[src/verilog/core_regs_params.svh]
`ifndef CORE_REGS_PARAMS_SVH
`define CORE_REGS_PARAMS_SVH

// Direct special-register addresses
`define ADDR_STACK_POINTER 8'h81
`define ADDR_DATA_PTR_LOW 8'h82
`define ADDR_DATA_PTR_HIGH 8'h83
`define ADDR_POWER_CONTROL 8'h87
`define ADDR_EXT_PORT_CONFIG 8'h9f
`define ADDR_CORE_CONFIG 8'haf
`define ADDR_STATUS_WORD 8'hd0
`define ADDR_ACCUMULATOR 8'he0
`define ADDR_B_REG 8'hf0

// Bit addresses 0xd0..0xd7 reach the status word, upper five bits match this
`define STATUS_BIT_BLOCK 5'h1a

// Reset values
`define RST_STACK_POINTER 8'h07
`define RST_DATA_PTR 16'h0000
`define RST_POWER_CONTROL 8'h00
`define RST_CORE_CONFIG 8'h81
`define RST_EXT_PORT_CONFIG 8'h00
`define RST_STATUS_WORD 7'h00
`define RST_BYTE 8'h00
`define RST_PROGRAM_COUNTER 16'h0000
`define RST_OPCODE 8'h00

// Power-control field
`define BIT_BAUD_DOUBLE 7

// Core-config fields
`define BIT_CFG_KEEP_SET 7
`define BIT_UART_CHECK 6
`define BIT_SYNC_SEL 5
`define BIT_CARRIER_EN 4
`define FLD_XRAM_HI 1
`define FLD_XRAM_LO 0

// Status-word fields
`define BIT_CARRY 7
`define BIT_AUX_CARRY 6
`define BIT_USER_F0 5
`define BIT_BANK_HI 4
`define BIT_BANK_LO 3
`define BIT_OVERFLOW 2
`define BIT_USER_F1 1
`define BIT_PARITY 0

// Working register banks
`define BANK_REGS 8
`define BANK_COUNT 4

// Operation lengths in clock cycles
`define CYC_REG_OP 2'h1
`define CYC_MEM_OP 2'h2

`endif

[src/verilog/core_regs_pkg.sv]
package core_regs_pkg;

  typedef struct packed {
    logic baud_double;
    logic uart_checking_enable;
    logic sync_port_select;
    logic carrier_mod_enable;
    logic [1:0] xram_access_enable;
  } mode_bits_t;

  typedef struct packed {
    logic carry;
    logic aux_carry;
    logic overflow;
  } flag_upd_t;

  typedef enum logic [1:0] {
    src_work_reg,
    src_literal,
    src_ram
  } op_src_t;

endpackage

[src/verilog/working_bank.sv]
`include "core_regs_params.svh"

module working_bank #(
  parameter int ENTRIES = `BANK_REGS,
  parameter int BANKS = `BANK_COUNT,
  localparam int IW = $clog2(ENTRIES),
  localparam int BW = $clog2(BANKS),
  localparam int AW = IW + BW
) (
  input wire logic clk,
  input wire logic arst_n,
  input wire logic ce,
  input wire logic [BW-1:0] bank_sel,
  input wire logic [IW-1:0] reg_idx,
  input wire logic reg_wr,
  input wire logic [7:0] reg_wdata,
  output logic [7:0] reg_rdata,
  output logic [AW-1:0] reg_ram_addr,
  input wire logic [AW-1:0] direct_addr,
  input wire logic direct_wr,
  input wire logic [7:0] direct_wdata,
  output logic [7:0] direct_rdata
);

  logic [7:0] mem_q [BANKS*ENTRIES];

  // Register n of bank k sits at RAM byte k*8+n
  assign reg_ram_addr = {bank_sel, reg_idx};
  assign reg_rdata = mem_q[reg_ram_addr];
  assign direct_rdata = mem_q[direct_addr];

  // The working-register port wins a same-byte collision with the direct port
  for (genvar i = 0; i < BANKS * ENTRIES; i++)
  begin : g_entry
    wire logic hit_reg = reg_wr && (reg_ram_addr == AW'(i));
    wire logic hit_dir = direct_wr && (direct_addr == AW'(i));
    always_ff @(posedge clk or negedge arst_n)
    begin
      if (!arst_n)
        mem_q[i] <= `RST_BYTE;
      else if (ce && (hit_reg || hit_dir))
        mem_q[i] <= hit_reg ? reg_wdata : direct_wdata;
    end
  end
endmodule

[src/verilog/pc_unit.sv]
`include "core_regs_params.svh"

module pc_unit (
  input wire logic clk,
  input wire logic arst_n,
  input wire logic ce,
  input wire logic pc_advance,
  input wire logic [1:0] instr_len,
  input wire logic pc_load,
  input wire logic [15:0] pc_target,
  input wire logic opcode_load,
  input wire logic [7:0] opcode_in,
  output logic [15:0] program_counter,
  output logic [7:0] opcode_holder
);

  logic [15:0] pc_q;
  logic [15:0] pc_d;
  logic [7:0] op_q;

  // A length of zero is not an instruction; treat it as one byte
  wire logic [1:0] step = (instr_len == 2'h0) ? 2'h1 : instr_len;

  // Jumps and calls take priority over the sequential advance
  assign pc_d = pc_load ? pc_target : pc_q + {14'h0000, step};

  always_ff @(posedge clk or negedge arst_n)
  begin
    if (!arst_n)
      pc_q <= `RST_PROGRAM_COUNTER;
    else if (ce && (pc_load || pc_advance))
      pc_q <= pc_d;
  end

  always_ff @(posedge clk or negedge arst_n)
  begin
    if (!arst_n)
      op_q <= `RST_OPCODE;
    else if (ce && opcode_load)
      op_q <= opcode_in;
  end

  assign program_counter = pc_q;
  assign opcode_holder = op_q;
endmodule

[src/verilog/core_special_regs.sv]
// Contract
// - Power-control bit 7 doubles serial baud rate; resets to 0.
// - Data pointer: high byte 0x83, low 0x82, word or bytes, reset zero.
// - Stack pointer is an 8-bit register resetting to 7.
// - Config bit 6 enables enhanced UART checking; reset 0.
// - Config bit 5 gives shared pins to I2C at 0, SPI at 1.
// - Config bit 4 applies carrier modulation on pins chosen by pin select.
// - MOVX to extended RAM enabled when either config bit 1:0 set; reset 01.
// - Program counter clears at reset, advances by instruction length 1..3.
// - Program counter is not a register; calls and jumps load it.
// - Internal opcode holder keeps executing opcode, hidden from software.
// - Four banks of eight working bytes fill lowest 32 RAM bytes.
// - Accumulator-register operation takes one cycle; literal or RAM two.
// - Active bank chosen by two bank-select bits in status word 0xd0.
// - Parity flag follows accumulator set-bit count without instructions.
// - B register feeds multiply and divide, else scratch byte.
// - Status word shows carry, aux carry, overflow; bits individually writable (here bit 0, parity, ignores byte and bit writes).
// - Data pointer is address source for code and data memory access.
// - Bank-select bits 4:3 encode bank number directly.
`include "core_regs_params.svh"

module core_special_regs (
  input wire logic clk,
  input wire logic arst_n,
  input wire logic ce,
  input wire logic [7:0] sfr_addr,
  input wire logic sfr_wr,
  input wire logic sfr_rd,
  input wire logic [7:0] sfr_wdata,
  output logic [7:0] sfr_rdata,
  input wire logic bit_wr,
  input wire logic [7:0] bit_addr,
  input wire logic bit_val,
  input wire logic acc_wr,
  input wire logic [7:0] acc_in,
  input wire logic b_wr,
  input wire logic [7:0] b_in,
  input wire logic flags_wr,
  input wire core_regs_pkg::flag_upd_t flags_in,
  input wire logic data_pointer_word_load,
  input wire logic [15:0] data_pointer_word_in,
  input wire logic data_pointer_word_inc,
  input wire logic stack_load,
  input wire logic [7:0] stack_in,
  input wire logic pc_advance,
  input wire logic [1:0] instr_len,
  input wire logic pc_load,
  input wire logic [15:0] pc_target,
  input wire logic opcode_load,
  input wire logic [7:0] opcode_in,
  input wire logic [2:0] wreg_idx,
  input wire logic wreg_wr,
  input wire logic [7:0] wreg_wdata,
  output logic [7:0] wreg_rdata,
  output logic [4:0] wreg_ram_addr,
  input wire logic [4:0] ram_lo_addr,
  input wire logic ram_lo_wr,
  input wire logic [7:0] ram_lo_wdata,
  output logic [7:0] ram_lo_rdata,
  input wire core_regs_pkg::op_src_t operand_src,
  output logic [1:0] op_cycles,
  output logic [7:0] accumulator,
  output logic [7:0] b_operand,
  output logic [7:0] status_word,
  output logic [15:0] data_pointer_word,
  output logic [7:0] stack_pointer,
  output logic [15:0] program_counter,
  output logic [7:0] opcode_holder,
  output core_regs_pkg::mode_bits_t mode_bits,
  output logic [7:0] carrier_pin_mask,
  output logic movx_enable
);

  logic [7:0] acc_q;
  logic [7:0] b_q;
  logic [7:1] psw_q;
  logic [7:1] psw_d;
  logic [15:0] data_pointer_word_q;
  logic [15:0] data_pointer_word_d;
  logic [7:0] sp_q;
  logic baud_q;
  logic [7:0] cfg_q;
  logic [7:0] epc_q;
  logic [7:0] rdata_q;

  // Write decode
  wire logic wr_sp = sfr_wr && (sfr_addr == `ADDR_STACK_POINTER);
  wire logic wr_dpl = sfr_wr && (sfr_addr == `ADDR_DATA_PTR_LOW);
  wire logic wr_dph = sfr_wr && (sfr_addr == `ADDR_DATA_PTR_HIGH);
  wire logic wr_power_control = sfr_wr && (sfr_addr == `ADDR_POWER_CONTROL);
  wire logic wr_epc = sfr_wr && (sfr_addr == `ADDR_EXT_PORT_CONFIG);
  wire logic wr_cfg = sfr_wr && (sfr_addr == `ADDR_CORE_CONFIG);
  wire logic wr_psw = sfr_wr && (sfr_addr == `ADDR_STATUS_WORD);
  wire logic wr_acc = sfr_wr && (sfr_addr == `ADDR_ACCUMULATOR);
  wire logic wr_b = sfr_wr && (sfr_addr == `ADDR_B_REG);
  wire logic bit_psw = bit_wr && (bit_addr[7:3] == `STATUS_BIT_BLOCK);

  // Parity is derived, never stored, so it can not lag the accumulator
  wire logic parity = ^acc_q;
  wire logic [7:0] psw_full = {psw_q, parity};
  wire logic [1:0] bank_sel = psw_q[`BIT_BANK_HI:`BIT_BANK_LO];

  // Read mux; unmapped addresses read zero
  wire logic [7:0] rd_mux =
    (sfr_addr == `ADDR_STACK_POINTER) ? sp_q :
    (sfr_addr == `ADDR_DATA_PTR_LOW) ? data_pointer_word_q[7:0] :
    (sfr_addr == `ADDR_DATA_PTR_HIGH) ? data_pointer_word_q[15:8] :
    (sfr_addr == `ADDR_POWER_CONTROL) ? {baud_q, 7'h00} :
    (sfr_addr == `ADDR_EXT_PORT_CONFIG) ? epc_q :
    (sfr_addr == `ADDR_CORE_CONFIG) ? cfg_q :
    (sfr_addr == `ADDR_STATUS_WORD) ? psw_full :
    (sfr_addr == `ADDR_ACCUMULATOR) ? acc_q :
    (sfr_addr == `ADDR_B_REG) ? b_q : 8'h00;

  // Status word: byte write, then bit write, then ALU flags on top, so a flag
  // produced by an instruction is never lost to a concurrent software write
  always_comb
  begin
    psw_d = psw_q;
    if (wr_psw)
      psw_d = sfr_wdata[7:1];
    if (bit_psw && bit_addr[2:0] != 3'h0)
      psw_d[bit_addr[2:0]] = bit_val;
    if (flags_wr)
    begin
      psw_d[`BIT_CARRY] = flags_in.carry;
      psw_d[`BIT_AUX_CARRY] = flags_in.aux_carry;
      psw_d[`BIT_OVERFLOW] = flags_in.overflow;
    end
  end

  // Data pointer: word load or increment, then byte writes override per half
  always_comb
  begin
    data_pointer_word_d = data_pointer_word_q;
    if (data_pointer_word_load)
      data_pointer_word_d = data_pointer_word_in;
    else if (data_pointer_word_inc)
      data_pointer_word_d = data_pointer_word_q + 16'h0001;
    if (wr_dpl)
      data_pointer_word_d[7:0] = sfr_wdata;
    if (wr_dph)
      data_pointer_word_d[15:8] = sfr_wdata;
  end

  always_ff @(posedge clk or negedge arst_n)
  begin
    if (!arst_n)
      psw_q <= `RST_STATUS_WORD;
    else if (ce)
      psw_q <= psw_d;
  end

  always_ff @(posedge clk or negedge arst_n)
  begin
    if (!arst_n)
      data_pointer_word_q <= `RST_DATA_PTR;
    else if (ce)
      data_pointer_word_q <= data_pointer_word_d;
  end

  always_ff @(posedge clk or negedge arst_n)
  begin
    if (!arst_n)
      sp_q <= `RST_STACK_POINTER;
    else if (ce && (wr_sp || stack_load))
      sp_q <= wr_sp ? sfr_wdata : stack_in;
  end

  // Software writes take priority over the execution path
  always_ff @(posedge clk or negedge arst_n)
  begin
    if (!arst_n)
      acc_q <= `RST_BYTE;
    else if (ce && (wr_acc || acc_wr))
      acc_q <= wr_acc ? sfr_wdata : acc_in;
  end

  always_ff @(posedge clk or negedge arst_n)
  begin
    if (!arst_n)
      b_q <= `RST_BYTE;
    else if (ce && (wr_b || b_wr))
      b_q <= wr_b ? sfr_wdata : b_in;
  end

  // Reserved power-control bits are not stored and read back as zero
  always_ff @(posedge clk or negedge arst_n)
  begin
    if (!arst_n)
      baud_q <= 1'(`RST_POWER_CONTROL >> `BIT_BAUD_DOUBLE);
    else if (ce && wr_power_control)
      baud_q <= sfr_wdata[`BIT_BAUD_DOUBLE];
  end

  // Reserved config bits are stored as written so software reads its own value
  always_ff @(posedge clk or negedge arst_n)
  begin
    if (!arst_n)
      cfg_q <= `RST_CORE_CONFIG;
    else if (ce && wr_cfg)
      cfg_q <= sfr_wdata;
  end

  always_ff @(posedge clk or negedge arst_n)
  begin
    if (!arst_n)
      epc_q <= `RST_EXT_PORT_CONFIG;
    else if (ce && wr_epc)
      epc_q <= sfr_wdata;
  end

  always_ff @(posedge clk or negedge arst_n)
  begin
    if (!arst_n)
      rdata_q <= `RST_BYTE;
    else if (ce && sfr_rd)
      rdata_q <= rd_mux;
  end

  pc_unit u_pc (
    .clk(clk),
    .arst_n(arst_n),
    .ce(ce),
    .pc_advance(pc_advance),
    .instr_len(instr_len),
    .pc_load(pc_load),
    .pc_target(pc_target),
    .opcode_load(opcode_load),
    .opcode_in(opcode_in),
    .program_counter(program_counter),
    .opcode_holder(opcode_holder)
  );

  working_bank #(
    .ENTRIES(`BANK_REGS),
    .BANKS(`BANK_COUNT)
  ) u_bank (
    .clk(clk),
    .arst_n(arst_n),
    .ce(ce),
    .bank_sel(bank_sel),
    .reg_idx(wreg_idx),
    .reg_wr(wreg_wr),
    .reg_wdata(wreg_wdata),
    .reg_rdata(wreg_rdata),
    .reg_ram_addr(wreg_ram_addr),
    .direct_addr(ram_lo_addr),
    .direct_wr(ram_lo_wr),
    .direct_wdata(ram_lo_wdata),
    .direct_rdata(ram_lo_rdata)
  );

  // Register operands come straight from the bank flops, hence one cycle
  assign op_cycles = (operand_src == core_regs_pkg::src_work_reg) ? `CYC_REG_OP
    : `CYC_MEM_OP;

  assign sfr_rdata = rdata_q;
  assign accumulator = acc_q;
  assign b_operand = b_q;
  assign status_word = psw_full;
  assign data_pointer_word = data_pointer_word_q;
  assign stack_pointer = sp_q;
  assign mode_bits.baud_double = baud_q;
  assign mode_bits.uart_checking_enable = cfg_q[`BIT_UART_CHECK];
  assign mode_bits.sync_port_select = cfg_q[`BIT_SYNC_SEL];
  assign mode_bits.carrier_mod_enable = cfg_q[`BIT_CARRIER_EN];
  assign mode_bits.xram_access_enable = cfg_q[`FLD_XRAM_HI:`FLD_XRAM_LO];
  assign carrier_pin_mask = cfg_q[`BIT_CARRIER_EN] ? epc_q : 8'h00;
  assign movx_enable = |cfg_q[`FLD_XRAM_HI:`FLD_XRAM_LO];
endmodule

[config.mk]
export PLATFORM = sky130hd
export DESIGN_NAME = core_special_regs
export DESIGN_NICKNAME = d
export VERILOG_FILES = /design/src/verilog/core_regs_pkg.sv /design/src/verilog/working_bank.sv /design/src/verilog/pc_unit.sv /design/src/verilog/core_special_regs.sv
export VERILOG_INCLUDE_DIRS = /design/src /design/src/verilog
export SDC_FILE = /design/constraint.sdc
export NUM_CORES = 1
export LEC_CHECK = 0
export ABC_AREA = 0
export BUFFER_PORTS_ARGS = -buffer_cell sky130_fd_sc_hd__buf_2
export CAP_MARGIN = 40
export CORE_UTILIZATION = 35
export DETAILED_ROUTE_END_ITERATION = 8
export PLACE_DENSITY = 0.53
export SLEW_MARGIN = 20
export SYNTH_ARGS = -nofsm -noshare
export SYNTH_HDL_FRONTEND = slang
export SYNTH_SLANG_ARGS = --single-unit
[constraint.sdc]
create_clock -name clk -period 3.5 [get_ports clk]
set_clock_uncertainty 0.1 [all_clocks]
set_input_delay 0.35 -clock clk [delete_from_list [all_inputs] [get_ports clk]]
set_output_delay 0.35 -clock clk [all_outputs]
set_load 0.01 [all_outputs]
==> results.toml <==
[setup_path]
path_class = "reg -> out"
cp-end-kind = "output port"
worstPathArrival_ps = 2720
required_ps = 3050
crit_fanout = 11
crit_path_start_kind = "flop"

[grt]
globalRouteTotalUtil_pct = 25.09
grt_pass1_wl_mm = 124.9
grt_antenna_before_repair = 2
grt_pass1_vias = 19170
grt-ovfl-total = 0
grt_max_degree = 85

[synthesis]
avgSynthCellArea_um2 = 10.26
syn_nets = 2334
syn_inst = 2193
ys_ff_latch = 352
ys_warn_count = 0
synth_area_leaders = "dfrtp_1 (39%), mux4_2 (16%), mux2i_1 (12%)"
synthDistinctLibCells = 77
synthArstFlopShare_pct = 100.0
ys_seq_area_share_pct = 39.18
synth_edf_count = 0
syn-cell-area_mm2 = 0.02250
synth_top_area_share_pct = 38.60
synth.largest_area_cell = "dfrtp_1"
dominantRegCellSynth = "dfrtp_1"

[die]
io_pins = 255
die_y_um = 255.5
fp.dieArea_mm2 = 0.06529
start_util_pct = 35.53
die_x_um = 255.5
core-area_mm2 = 0.06331
num_rows = 92

[placed_design]
place.gp.congestion = 0.9474
portBuffers = 254
post-dp-hpwl_mm = 56.38
placed_area_mm2 = 0.02481

[detailed_routing]
drt-initial-drc-count = 1841
wl_mm = 82.68
met1_length_mm = 34.56
drc = 0
final_antenna_net_count = 0
wl_met3_mm = 7.158
first_pass_iters = 7
wl_per_cell_um = 24.93
vias = 19270
viasPerCell = 5.810
top_layer = "met4"
dr_wl_met2_mm = 37.42

[power]
cellLeakagePower_nw = 12.09
peakVddDrop_uv = 370.8
total_power_mw = 13.14
cellPowerDensity_mw_per_mm2 = 487.7

[timing]
setup_tns_ps = 0
fin_crit_ps = 3167
worstMarginPinSlew_ps = 891.2
min_period_over_period_pct = 90.49
report.final.slew_viol_count = 0
rsz0062_at_grt = "false"
hold_viol = 0
fmax_mhz = 315.7
report.final.setup_viol = 0
slew_headroom_pct = 40.59

[clocking]
cts_tree = "yes"
clk_path_buf_depth = 3
cts_sinks = 352
cts-root-buf = "clkbuf_16"
clk_pin_slew_ps = 60
htree_levels = 2
cts_made_buffers = 45
clk_latency_ps = 580

[layout]
synthToLayoutAreaGrowth_pct = 19.76
drive_gt1_share_pct = 26.81
nets = 2575
fin_area_mm2 = 0.02694
utilization_pct = 42.55

[worst_hold_path]
hold_path.class = "in -> reg"

[flow_run]
maxCapViolCount = 0

[status]
outcome = "completed"
## metrics by stage
step	std cells	hold WS, ps	setup slack (ps)
finish	3317	53.29	332.7
floorplan	2193	-45.59	635.9
global placement	3178	300.0	388.5
global route	3315	46.65	240.9
CTS	3312	9.179	341.9
detailed placement	3181	300.8	350.1
## worst max-delay path, cell delays in order (launching register included)
cell and delay [ps]:
dfrtp_1 680, buf_4 330, clkinv_1 490, nand2_1 340
nand2_1 130, buf_2 160
## area by class of cell
class                   count  area [um^2]
diodes                      2        5.005
clock inverters            17        231.5
fillers                  6065        36370
well taps                 846         1059
clock buffers              65         1351
flip-flops and latches    352         8816
inverters                  25        93.84
multi-input cells        1621        12770
repair buffers            389         2618
## cell usage after synthesis (8+ instances only)
master and count:
xor2_1 8, nor3_1 22, and3_1 19, nand2b_1 18, o21a_1 9, o21ai_0 301, nand2_1 336, and2_1 16
o21ai_1 25, mux4_2 160, a22oi_1 10, clkbuf_1 143, or3_1 8, o2bb2ai_1 8, inv_1 24, nand4_1 16
a21oi_1 58, a31oi_1 15, dfrtp_1 347, xnor2_1 9, nor2_1 82, o22ai_1 33, buf_1 20, nor2b_1 12
mux2_2 40, buf_4 13, nand3_1 29, buf_2 16, mux2i_1 269, nor4_1 8
## metal layers
| metal | vias to the layer above | global-route usage, % |
|---|---|---|
| met1 | 9656 | 33.90 |
| met4 | 0 | 10.83 |
| li1 | 8580 | - |
| met3 | 151 | 5.090 |
| met5 | - | 0 |
| met2 | 884 | 39.05 |
## kinds of logic (layout without fill, tap and decap cells)
logic type	Yosys count	in the layout	synth area share, %
buffers and inverters	220	496	4.077
and+or+nand+nor	620	620	12.96
other	0	2	0
AOI/OAI and AO/OA	511	511	12.87
adders and majority gates	4	4	0.2559
xor gates and xnor gates	17	17	0.6619
DFF	352	352	39.18
muxes	469	469	29.99
## power breakdown
| group | internal, mW | total [mW] | leakage (nW) | switching [mW] |
|---|---|---|---|---|
| sequential | 4.68 | 5.42 | 4.49 | 0.739 |
| combinational | 1.31 | 2.73 | 6.82 | 1.42 |
| clock | 3.05 | 4.99 | 0.773 | 1.94 |
## what timing repair did
action | in CTS | in global routing
setup buffers | 0 | 0
hold buffers | 49 | 0
resized for setup | 0 | 0
endpoints found under the hold margin | 124 | 0
## layout by cell type (no fill, tap or decap), drive strengths merged, types with 5 or more instances in the layout
master,n
o221ai,7
or2,7
mux2,40
o2bb2ai,8
a22oi,10
a31oi,15
mux4,160
nor3,24
o21ai,327
inv,27
nand2b,18
nor2b,12
nor4,10
and3,19
bufinv,5
clkbuf,66
or3,8
o22ai,33
dfstp,5
dfrtp,347
nand3,29
dlygate4sd3,49
clkinv,6
nand2,338
mux2i,269
a21oi,58
and2,16
nand4b,7
buf,339
nor2,94
o21a,9
a211oi,6
xnor2,9
nand4,16
xor2,8
## final timing paths
kind	from	to	slack [ps]	depth (start not counted)
max	psw_q[4]	wreg_rdata[6]	330	5
min in group asynchronous	arst_n	u_pc.program_counter[13]	230	2
max reg2reg	psw_q[4]	u_bank.mem_q[222]	830	5
max in group asynchronous	arst_n	psw_q[3]	2130	3
min	pc_target[8]	u_pc.program_counter[8]	50	3
min reg2reg	u_bank.mem_q[140]	u_bank.mem_q[140]	390	2
## sequential cells by signal, indices dropped and copies added (netlist names)
register              cells
u_bank.mem_q            256
data_pointer_word        16
u_pc.program_counter     16
accumulator               8
b_operand                 8
cfg_q                     8
epc_q                     8
sfr_rdata                 8
stack_pointer             8
u_pc.opcode_holder        8
psw_q                     7
baud_q                    1
No activity file was read; power rests on OpenSTA's default activity.
